**config.mk**
```make
export PLATFORM = sky130hd
export DESIGN_NAME = crf_regfile
export DESIGN_NICKNAME = d
export VERILOG_FILES = /design/src/crf_regfile.v
export VERILOG_INCLUDE_DIRS = /design/src
export SDC_FILE = /design/constraint.sdc
export NUM_CORES = 1
export LEC_CHECK = 0
export BUFFER_PORTS_ARGS = -buffer_cell sky130_fd_sc_hd__buf_2
export CORE_UTILIZATION = 59
export DETAILED_ROUTE_END_ITERATION = 7
export HOLD_SLACK_MARGIN = 0.02
export PLACE_DENSITY_LB_ADDON = 0.2
export REMOVE_ABC_BUFFERS = 1
export SETUP_SLACK_MARGIN = 0.5
export SYNTH_ARGS = -nofsm -noshare
export SYNTH_HDL_FRONTEND = slang
export SYNTH_SLANG_ARGS = --single-unit
```
**constraint.sdc**
```tcl
create_clock -name clk -period 2.74 [get_ports clk]
set_clock_uncertainty 0.2 [all_clocks]
set_input_delay 0.411 -clock clk [delete_from_list [all_inputs] [get_ports clk]]
set_output_delay 0.411 -clock clk [all_outputs]
set_load 0.03 [all_outputs]
```
**src/crf_defs.vh**
```
// constants for the cpu register file: widths, register indices, flag positions
`ifndef CRF_DEFS_VH
`define CRF_DEFS_VH
`define CRF_AW 4
`define CRF_DW 32
// register indices on the software port
`define CRF_IDX_DR0 4'h0
`define CRF_IDX_DR1 4'h1
`define CRF_IDX_DR2 4'h2
`define CRF_IDX_DR3 4'h3
`define CRF_IDX_PTRL 4'h4
`define CRF_IDX_PTRH 4'h5
`define CRF_IDX_FB 4'h6
`define CRF_IDX_VTB 4'h7
`define CRF_IDX_PC 4'h8
`define CRF_IDX_USP 4'h9
`define CRF_IDX_ISP 4'hA
`define CRF_IDX_SB 4'hB
`define CRF_IDX_FLG 4'hC
`define CRF_IDX_WEVEN 4'hD
`define CRF_IDX_WODD 4'hE
`define CRF_IDX_WPTR 4'hF
// flag bit positions
`define CRF_F_C 0
`define CRF_F_D 1
`define CRF_F_Z 2
`define CRF_F_S 3
`define CRF_F_B 4
`define CRF_F_O 5
`define CRF_F_U 7
`define CRF_FLG_W 11
`define CRF_FLG_MASK 11'h7FF
// byte-lane select for data register access
`define CRF_LANE_FULL 2'h0
`define CRF_LANE_LOW 2'h1
`define CRF_LANE_HIGH 2'h2
// alu operand width
`define CRF_ALU_W16 1'b0
`define CRF_ALU_W8 1'b1
`define CRF_ZERO16 16'h0000
`define CRF_ZERO20 20'h00000
`define CRF_ZERO11 11'h000
`define CRF_ZERO32 32'h00000000
// top bit of the 20-bit address registers in wdata
`define CRF_W20_MSB 19
`endif

```
**src/crf_regfile.v**
```verilog
// cpu register file: two banks of data, pointer and frame base registers plus shared registers and flags
//
// Added by the designer: the register offsets and the plain strobed port.
`timescale 1ns/1ps
`include "crf_defs.vh"
//
// Behaviour
// - thirteen registers; data, pointer and frame base registers duplicated in two banks.
// - data registers 16 bits; first two also accessible as 8-bit halves.
// - third:first and fourth:second data registers form 32-bit registers.
// - two 16-bit pointer registers, usable as addresses and as operands.
// - second pointer above first forms one 32-bit pointer.
// - frame base register 16 bits, base for frame-relative addressing.
// - vector table base register 20 bits, start of interrupt vectors.
// - program counter 20 bits, address of next instruction.
// - user and interrupt stack pointers 16 bits; stack flag picks active one.
// - static base register 16 bits, base for static-relative addressing.
// - flag register 11 bits holding carry, debug, zero, sign, bank, overflow, stack flags.
// - carry flag takes carry, borrow or shifted-out bit of every alu operation.
// - zero flag set when the result is zero, else cleared.
// - sign flag set when the result is negative, else cleared.
// - bank flag 0 picks bank 0, 1 picks bank 1, for banked accesses.
// - overflow flag set when the operation overflows, else cleared.
//
// Software index map on addr:
//   0 to 3: data registers of the selected bank
//   4: low pointer register of the selected bank
//   5: high pointer register of the selected bank
//   6: frame base of the selected bank
//   7: vector table base, 20 bits in wdata bits 19 to 0
//   8: program counter, 20 bits
//   9: user stack pointer
//   10: interrupt stack pointer
//   11: static base
//   12: flag register, 11 bits
//   13: wide view, third data register above the first
//   14: wide view, fourth data register above the second
//   15: wide view, high pointer above low pointer
// Lane codes, honoured on data registers 0 and 1 only:
//   0: full word in bits 15 to 0
//   1: low byte, carried in bits 7 to 0
//   2: high byte, also carried in bits 7 to 0
//   3: treated as a full word
// Flag register bits:
//   0: carry
//   1: debug, stored as written
//   2: zero
//   3: sign
//   4: bank select
//   5: overflow
//   6 and 8 to 10: plain storage, no effect
//   7: stack select, set picks the interrupt stack pointer
// Timing:
//   a write lands on the enabled edge that samples wr
//   a read answer stands on rdata for one cycle, then returns to zero
//   a read right after a write to the same index sees the new value
//   every view output lags its stored value by one enabled cycle
//   ce low freezes every register, view and rdata
// Limitations:
//   keeping the debug flag at zero is left to the core
//   byte-wide alu results flag zero and sign from the low byte only
//   a pc advance beats a software pc write in the same cycle
module crf_regfile (
    input wire clk,
    input wire nrst,
    input wire ce,
    // software register port
    input wire [3:0] addr,
    input wire [1:0] lane,
    input wire [31:0] wdata,
    input wire wr,
    input wire rd,
    output reg [31:0] rdata,
    // alu flag update from the execution unit
    input wire alu_upd,
    input wire alu_width,
    input wire [15:0] alu_result,
    input wire alu_carry,
    input wire alu_ovf,
    // program counter advance from the execution unit
    input wire pc_load,
    input wire [19:0] pc_next_in,
    // live views for the address generation logic
    output reg [19:0] pc_out,
    output reg [15:0] active_sp,
    output reg [15:0] frame_base_out,
    output reg [15:0] static_base_out,
    output reg [19:0] vector_base_out,
    output reg [31:0] wide_pointer_pair,
    output reg [10:0] flags_out
);

    // banked storage, index [bank*4 + n] for data, [bank*2 + n] for pointers, [bank] for frame base
    reg [15:0] data_reg [0:7];
    reg [15:0] ptr_reg [0:3];
    reg [15:0] frame_base [0:1];
    reg [19:0] vector_table_base;
    reg [19:0] program_counter;
    reg [15:0] user_stack_pointer;
    reg [15:0] irq_stack_pointer;
    reg [15:0] static_base;
    reg [10:0] cpu_state_flags;

    wire bank;
    wire stk;
    wire [2:0] b4;
    wire [1:0] b2;
    wire [15:0] dlo;
    wire [15:0] dhi;
    reg [10:0] next_flags;
    reg res_zero;
    reg res_neg;
    reg [31:0] next_rdata;
    reg [10:0] sw_flags;
    reg [15:0] next_sp;
    wire [31:0] wide_ptr_now;
    wire wr_en;
    wire lane_low;
    wire lane_high;
    wire wr_vtb;
    wire wr_pc;
    wire wr_usp;
    wire wr_isp;
    wire wr_sb;
    wire wr_flg;

    assign bank = cpu_state_flags[`CRF_F_B];
    assign stk = cpu_state_flags[`CRF_F_U];
    assign b4 = {bank, 2'b00};
    assign b2 = {bank, 1'b0};
    assign dlo = wdata[15:0];
    assign dhi = wdata[31:16];
    assign wide_ptr_now = {ptr_reg[b2 + 2'h1], ptr_reg[b2]};

    // strobe decode; ce is folded in so a frozen core drops every write
    assign wr_en = ce && wr;
    assign lane_low = (lane == `CRF_LANE_LOW);
    assign lane_high = (lane == `CRF_LANE_HIGH);
    assign wr_vtb = wr_en && (addr == `CRF_IDX_VTB);
    assign wr_pc = wr_en && (addr == `CRF_IDX_PC);
    assign wr_usp = wr_en && (addr == `CRF_IDX_USP);
    assign wr_isp = wr_en && (addr == `CRF_IDX_ISP);
    assign wr_sb = wr_en && (addr == `CRF_IDX_SB);
    assign wr_flg = wr_en && (addr == `CRF_IDX_FLG);

    // result tests depend on operand width so byte ops flag from bit 7
    always @* begin
        if (alu_width == `CRF_ALU_W8) begin
            res_zero = (alu_result[7:0] == 8'h00);
            res_neg = alu_result[7];
        end else begin
            res_zero = (alu_result == `CRF_ZERO16);
            res_neg = alu_result[15];
        end
    end

    // software stage: a flag write replaces the whole register, debug bit included
    always @* begin
        sw_flags = cpu_state_flags;
        if (wr_flg) begin
            sw_flags = wdata[`CRF_FLG_W-1:0] & `CRF_FLG_MASK;
        end
    end

    // alu stage: arithmetic flags override a same-cycle write, the other bits keep it
    always @* begin
        next_flags = sw_flags;
        if (alu_upd) begin
            next_flags[`CRF_F_C] = alu_carry;
            next_flags[`CRF_F_Z] = res_zero;
            next_flags[`CRF_F_S] = res_neg;
            next_flags[`CRF_F_O] = alu_ovf;
        end
    end

    // banked data registers: one generate lane per register index
    genvar g;
    generate
        for (g = 0; g < 8; g = g + 1) begin : gen_dreg
            always @(posedge clk or negedge nrst) begin
                if (!nrst) begin
                    data_reg[g] <= `CRF_ZERO16;
                end else if (ce && wr && (g / 4) == bank) begin
                    if (addr == (g % 4)) begin
                        if (lane_low && (g % 4) < 2) begin
                            data_reg[g][7:0] <= wdata[7:0];
                        end else if (lane_high && (g % 4) < 2) begin
                            data_reg[g][15:8] <= wdata[7:0];
                        end else begin
                            data_reg[g] <= dlo;
                        end
                    end else if (addr == `CRF_IDX_WEVEN && (g % 2) == 0) begin
                        data_reg[g] <= ((g % 4) == 0) ? dlo : dhi;
                    end else if (addr == `CRF_IDX_WODD && (g % 2) == 1) begin
                        data_reg[g] <= ((g % 4) == 1) ? dlo : dhi;
                    end
                end
            end
        end
        for (g = 0; g < 4; g = g + 1) begin : gen_preg
            always @(posedge clk or negedge nrst) begin
                if (!nrst) begin
                    ptr_reg[g] <= `CRF_ZERO16;
                end else if (ce && wr && (g / 2) == bank) begin
                    if (addr == `CRF_IDX_PTRL + (g % 2)) begin
                        ptr_reg[g] <= dlo;
                    end else if (addr == `CRF_IDX_WPTR) begin
                        ptr_reg[g] <= ((g % 2) == 0) ? dlo : dhi;
                    end
                end
            end
        end
        for (g = 0; g < 2; g = g + 1) begin : gen_fb
            always @(posedge clk or negedge nrst) begin
                if (!nrst) begin
                    frame_base[g] <= `CRF_ZERO16;
                end else if (ce && wr && g == bank && addr == `CRF_IDX_FB) begin
                    frame_base[g] <= dlo;
                end
            end
        end
    endgenerate

    // vector table base: only software moves it
    always @(posedge clk or negedge nrst) begin
        if (!nrst) begin
            vector_table_base <= `CRF_ZERO20;
        end else if (wr_vtb) begin
            vector_table_base <= wdata[`CRF_W20_MSB:0];
        end
    end

    // program counter: an advance from execution wins, so a stray software write cannot skip code
    always @(posedge clk or negedge nrst) begin
        if (!nrst) begin
            program_counter <= `CRF_ZERO20;
        end else if (ce && pc_load) begin
            program_counter <= pc_next_in;
        end else if (wr_pc) begin
            program_counter <= wdata[`CRF_W20_MSB:0];
        end
    end

    // user stack pointer, writable whichever pointer is active
    always @(posedge clk or negedge nrst) begin
        if (!nrst) begin
            user_stack_pointer <= `CRF_ZERO16;
        end else if (wr_usp) begin
            user_stack_pointer <= dlo;
        end
    end

    // interrupt stack pointer, writable whichever pointer is active
    always @(posedge clk or negedge nrst) begin
        if (!nrst) begin
            irq_stack_pointer <= `CRF_ZERO16;
        end else if (wr_isp) begin
            irq_stack_pointer <= dlo;
        end
    end

    // static base
    always @(posedge clk or negedge nrst) begin
        if (!nrst) begin
            static_base <= `CRF_ZERO16;
        end else if (wr_sb) begin
            static_base <= dlo;
        end
    end

    // flag register takes its next value on every enabled edge, so alu reports need no strobe
    always @(posedge clk or negedge nrst) begin
        if (!nrst) begin
            cpu_state_flags <= `CRF_ZERO11;
        end else if (ce) begin
            cpu_state_flags <= next_flags;
        end
    end

    // read mux over the selected bank
    always @* begin
        next_rdata = `CRF_ZERO32;
        case (addr)
            `CRF_IDX_DR0, `CRF_IDX_DR1: begin
                if (lane_low) begin
                    next_rdata = {24'h000000, data_reg[b4 + {1'b0, addr[1:0]}][7:0]};
                end else if (lane_high) begin
                    next_rdata = {24'h000000, data_reg[b4 + {1'b0, addr[1:0]}][15:8]};
                end else begin
                    next_rdata = {16'h0000, data_reg[b4 + {1'b0, addr[1:0]}]};
                end
            end
            `CRF_IDX_DR2, `CRF_IDX_DR3: next_rdata = {16'h0000, data_reg[b4 + {1'b0, addr[1:0]}]};
            `CRF_IDX_PTRL: next_rdata = {16'h0000, ptr_reg[b2]};
            `CRF_IDX_PTRH: next_rdata = {16'h0000, ptr_reg[b2 + 2'h1]};
            `CRF_IDX_FB: next_rdata = {16'h0000, frame_base[bank]};
            `CRF_IDX_VTB: next_rdata = {12'h000, vector_table_base};
            `CRF_IDX_PC: next_rdata = {12'h000, program_counter};
            `CRF_IDX_USP: next_rdata = {16'h0000, user_stack_pointer};
            `CRF_IDX_ISP: next_rdata = {16'h0000, irq_stack_pointer};
            `CRF_IDX_SB: next_rdata = {16'h0000, static_base};
            `CRF_IDX_FLG: next_rdata = {21'h000000, cpu_state_flags};
            `CRF_IDX_WEVEN: next_rdata = {data_reg[b4 + 3'h2], data_reg[b4]};
            `CRF_IDX_WODD: next_rdata = {data_reg[b4 + 3'h3], data_reg[b4 + 3'h1]};
            `CRF_IDX_WPTR: next_rdata = wide_ptr_now;
            default: next_rdata = `CRF_ZERO32;
        endcase
    end

    // active stack pointer select, kept apart so the view and any later consumer agree
    always @* begin
        next_sp = stk ? irq_stack_pointer : user_stack_pointer;
    end

    // read data: a one-cycle answer, zero after any enabled edge with no read, so stale words linger only while ce is low
    always @(posedge clk or negedge nrst) begin
        if (!nrst) begin
            rdata <= `CRF_ZERO32;
        end else if (ce) begin
            rdata <= rd ? next_rdata : `CRF_ZERO32;
        end
    end

    // shared views for address generation, one enabled cycle behind the stored values
    always @(posedge clk or negedge nrst) begin
        if (!nrst) begin
            pc_out <= `CRF_ZERO20;
            static_base_out <= `CRF_ZERO16;
            vector_base_out <= `CRF_ZERO20;
        end else if (ce) begin
            pc_out <= program_counter;
            static_base_out <= static_base;
            vector_base_out <= vector_table_base;
        end
    end

    // stack view; registered, so the pointer switch shows one cycle after the flag write
    always @(posedge clk or negedge nrst) begin
        if (!nrst) begin
            active_sp <= `CRF_ZERO16;
        end else if (ce) begin
            active_sp <= next_sp;
        end
    end

    // banked views follow the bank flag, so they too switch one cycle after it
    always @(posedge clk or negedge nrst) begin
        if (!nrst) begin
            frame_base_out <= `CRF_ZERO16;
            wide_pointer_pair <= `CRF_ZERO32;
        end else if (ce) begin
            frame_base_out <= frame_base[bank];
            wide_pointer_pair <= wide_ptr_now;
        end
    end

    // flag view for the execution unit's condition tests
    always @(posedge clk or negedge nrst) begin
        if (!nrst) begin
            flags_out <= `CRF_ZERO11;
        end else if (ce) begin
            flags_out <= cpu_state_flags;
        end
    end

endmodule

```
==> flow_metrics.tcl <==
set metrics [dict create \
    nNetsFinal 2453 \
    worstHoldStart "alu_upd" \
    r2r_start "cpu_state_flags[4]" \
    p_total_uw 23280 \
    holdPathEnd "cpu_state_flags[2]" \
    syn_avg_cell_area_sq_um 11.48 \
    antenna_found_initial 1 \
    worst_slew_pin_slew_ns 0.6837 \
    setup_viol 0 \
    r2r_end "rdata[1]" \
    yosysMostFrequentCell "dfrtp_1" \
    peakVddDrop_v 0.0007049 \
    netlist.area_leader.share 0.5401 \
    synth.lib_cells_used.distinct 67 \
    fp.dieW_um 197.4 \
    grt_pass1_wl_um 117700 \
    rsz0062_at_grt "yes" \
    hold_viol_final 0 \
    ys_async_sr_fraction 1.000 \
    end_kind "register" \
    grt_pass1_vias 18850 \
    p_int_uw 15340 \
    gp_congestion 0.9468 \
    port_buffers 246 \
    leakage_uw 0.01344 \
    maxSlewViolCount 0 \
    worstSkewPairLatency_ns 0.59 \
    drive_gt1_frac 0.3868 \
    drc 0 \
    final.min_clock_period_ns 2.459 \
    syn2layout_area_growth_pct 28.48 \
    die_area_sq_mm 0.03895 \
    drtIter0Drc 1822 \
    synth.area.mux_share 0.2217 \
    cts_made_buffers 48 \
    cp.arrival_ns 2.74 \
    p_comb_frac 0.302 \
    finalCritPeriodShare 0.8973 \
    critical_path_required_ns 3.02 \
    grt-ovfl-total 0 \
    p_sw_frac 0.3413 \
    slew-limit-headroom 0.5400 \
    num_vias 18790 \
    worst_r2r_path_depth 8 \
    hp-class "in2reg" \
    synth-edff-count 0 \
    rows 71 \
    die_h_um 197.4 \
    synth-simple-area-share 0.07780 \
    firstDrtPassIters 6 \
    via_per_inst 6.452 \
    numClockSinks 486 \
    start_kind "register" \
    syn-instance-count 1961 \
    p_sw_uw 7945 \
    pwr-share-seq 0.421 \
    cts.path.max_buffers 3 \
    synthAdderAreaFrac 0 \
    cts_root_buffer "clkbuf_16" \
    dpl-instance-area_sq_mm 0.02526 \
    status "finished, final reports clean" \
    holdPathStages 3 \
    place_inst 2724 \
    fin_tns_setup_ns 0 \
    synthFlopType "dfrtp_1" \
    synth.area.top_cells "dfrtp_1, mux2_2, mux2i_1" \
    final_antenna_net_count 0 \
    ys_seq_area_frac 0.5401 \
    synth_commonest_cells "dfrtp_1, nor2_1, mux2_2" \
    p_per_area_mw_per_mm2 804.8 \
    cts_max_level 2 \
    netlist_area_sq_mm 0.02252 \
    cts_tree "built" \
    start_util 0.5992 \
    synth-compound-area-share 0.1254 \
    wire_per_inst_um 27.77 \
    ioPinCount 247 \
    synth_top_family_by_area "multiplexers" \
    design_area_sq_mm 0.02893 \
    synth_seq_cells 486 \
    path_max_fanout 6 \
    post_layout_nonfiller_instances 2913 \
    gr-usage-all-layers 0.4113 \
    largest_register_ffs 128 \
    maxCapViolations 0 \
    clkPwrFrac 0.277 \
    wl_um 80900 \
    dp_hpwl_um 52780 \
    clk_pin_slew_worst_paths_ns 0.06 \
    fmax_ghz 0.4067 \
    diodes 0 \
    ys_warn_count 0 \
    synthXorXnorAreaFrac 0 \
    core_sq_mm 0.03758 \
    rrSetupSlack_ns 0.28 \
    grt_max_degree 103 \
    yosysTopAreaCell "dfrtp_1" \
    critical_path_class "reg2reg" \
]
[metrics by stage]
stage	hold slack, ns	setup slack, ns	util
4_1_cts	0.04580	0.3148	0.7567
5_1_grt	0.08233	0.2462	0.7699
2_1_floorplan	-0.08459	-3.595	-
6_report	0.08000	0.2813	0.7699
3_5_place_dp	0.2217	-0.08469	0.6721
3_3_place_gp	0.2125	-0.1332	0.6721
[routing by layer]
| layer | vias up | global-route usage | wire length [um] |
|---|---|---|---|
| met3 | 211 | 0.08639 | 7112 |
| met2 | 1010 | 0.6360 | 37820 |
| met5 | - | 0 | 8 |
| met4 | 2 | 0.1645 | 3095 |
| li1 | 7922 | - | - |
| met1 | 9649 | 0.5691 | 32870 |
[timing repair]
action | 4_1_cts | 5_1_grt
cloned | 4 | 4
pin swaps | 38 | 23
endpoints found under the hold margin | 135 | 0
buffers inserted | 40 | 12
gates resized for setup | 151 | 62
setup endpoints to repair | 51 | 92
hold buffers | 46 | 0
[placed cells by master, fill, tap and decap left out, types with 13 or more instances in the layout]
cell type	count
o211ai_1	13
a21oi_1	234
o22ai_1	29
clkbuf_1	13
o2bb2ai_1	17
buf_2	244
nand2_1	41
dlygate4sd3_1	46
buf_6	17
a22oi_1	21
buf_4	155
o21ai_0	22
mux2i_2	21
dfrtp_1	485
mux2_2	236
mux2i_1	153
clkbuf_16	53
buf_12	38
mux2i_4	33
a22o_1	18
nor2_1	252
[logic make-up after synthesis]
kind of cell | count (synthesis)
AO/OA/AOI/OAI | 455
buffers and inverters | 165
flip-flops | 486
multiplexers | 464
AND/OR/NAND/NOR | 391
[power by group through the flow]
| stage | Clock (uW) | Combinational (uW) | Sequential [uW] |
|---|---|---|---|
| finish | 6440 | 7030 | 9810 |
| CTS | 6470 | 6640 | 9720 |
| global placement | 0 | 5620 | 9650 |
| detailed placement | 0 | 5740 | 9720 |
| floorplan | 0 | 2530 | 10500 |
| global route | 6730 | 7390 | 9940 |
[critical path, stage by stage (launching register included)]
cell and delay (ns):
dfrtp_4 0.52, buf_16 0.17, buf_12 0.15, mux2_4 0.34, nor2_1 0.14, o32ai_2 0.10, nor4_2 0.32, o21ai_1 0.11
a221o_1 0.29
[layout make-up]
class	count	area, sq um
Tap cell	511	639.4
Clock buffer	71	1399
Clock inverter	12	102.6
Sequential cell	486	12170
Inverter	8	30.03
Fill cell	2333	8648
Multi-Input combinational cell	1310	10460
Timing Repair Buffer	515	4138
[how the worst max path moves through the flow]
stage | cells after the start | start | slack, ns | endpoint
2_1_floorplan | 3 | cpu_state_flags[4] | -3.59 | ptr_reg[0]
6_report | 8 | cpu_state_flags[4] | 0.28 | rdata[1]
3_3_place_gp | 8 | addr[0] | -0.13 | rdata[9]
3_5_place_dp | 8 | addr[3] | -0.08 | rdata[13]
5_1_grt | 8 | cpu_state_flags[4] | 0.25 | rdata[1]
4_1_cts | 9 | cpu_state_flags[4] | 0.31 | rdata[9]
(Power assumes the default switching activity.)
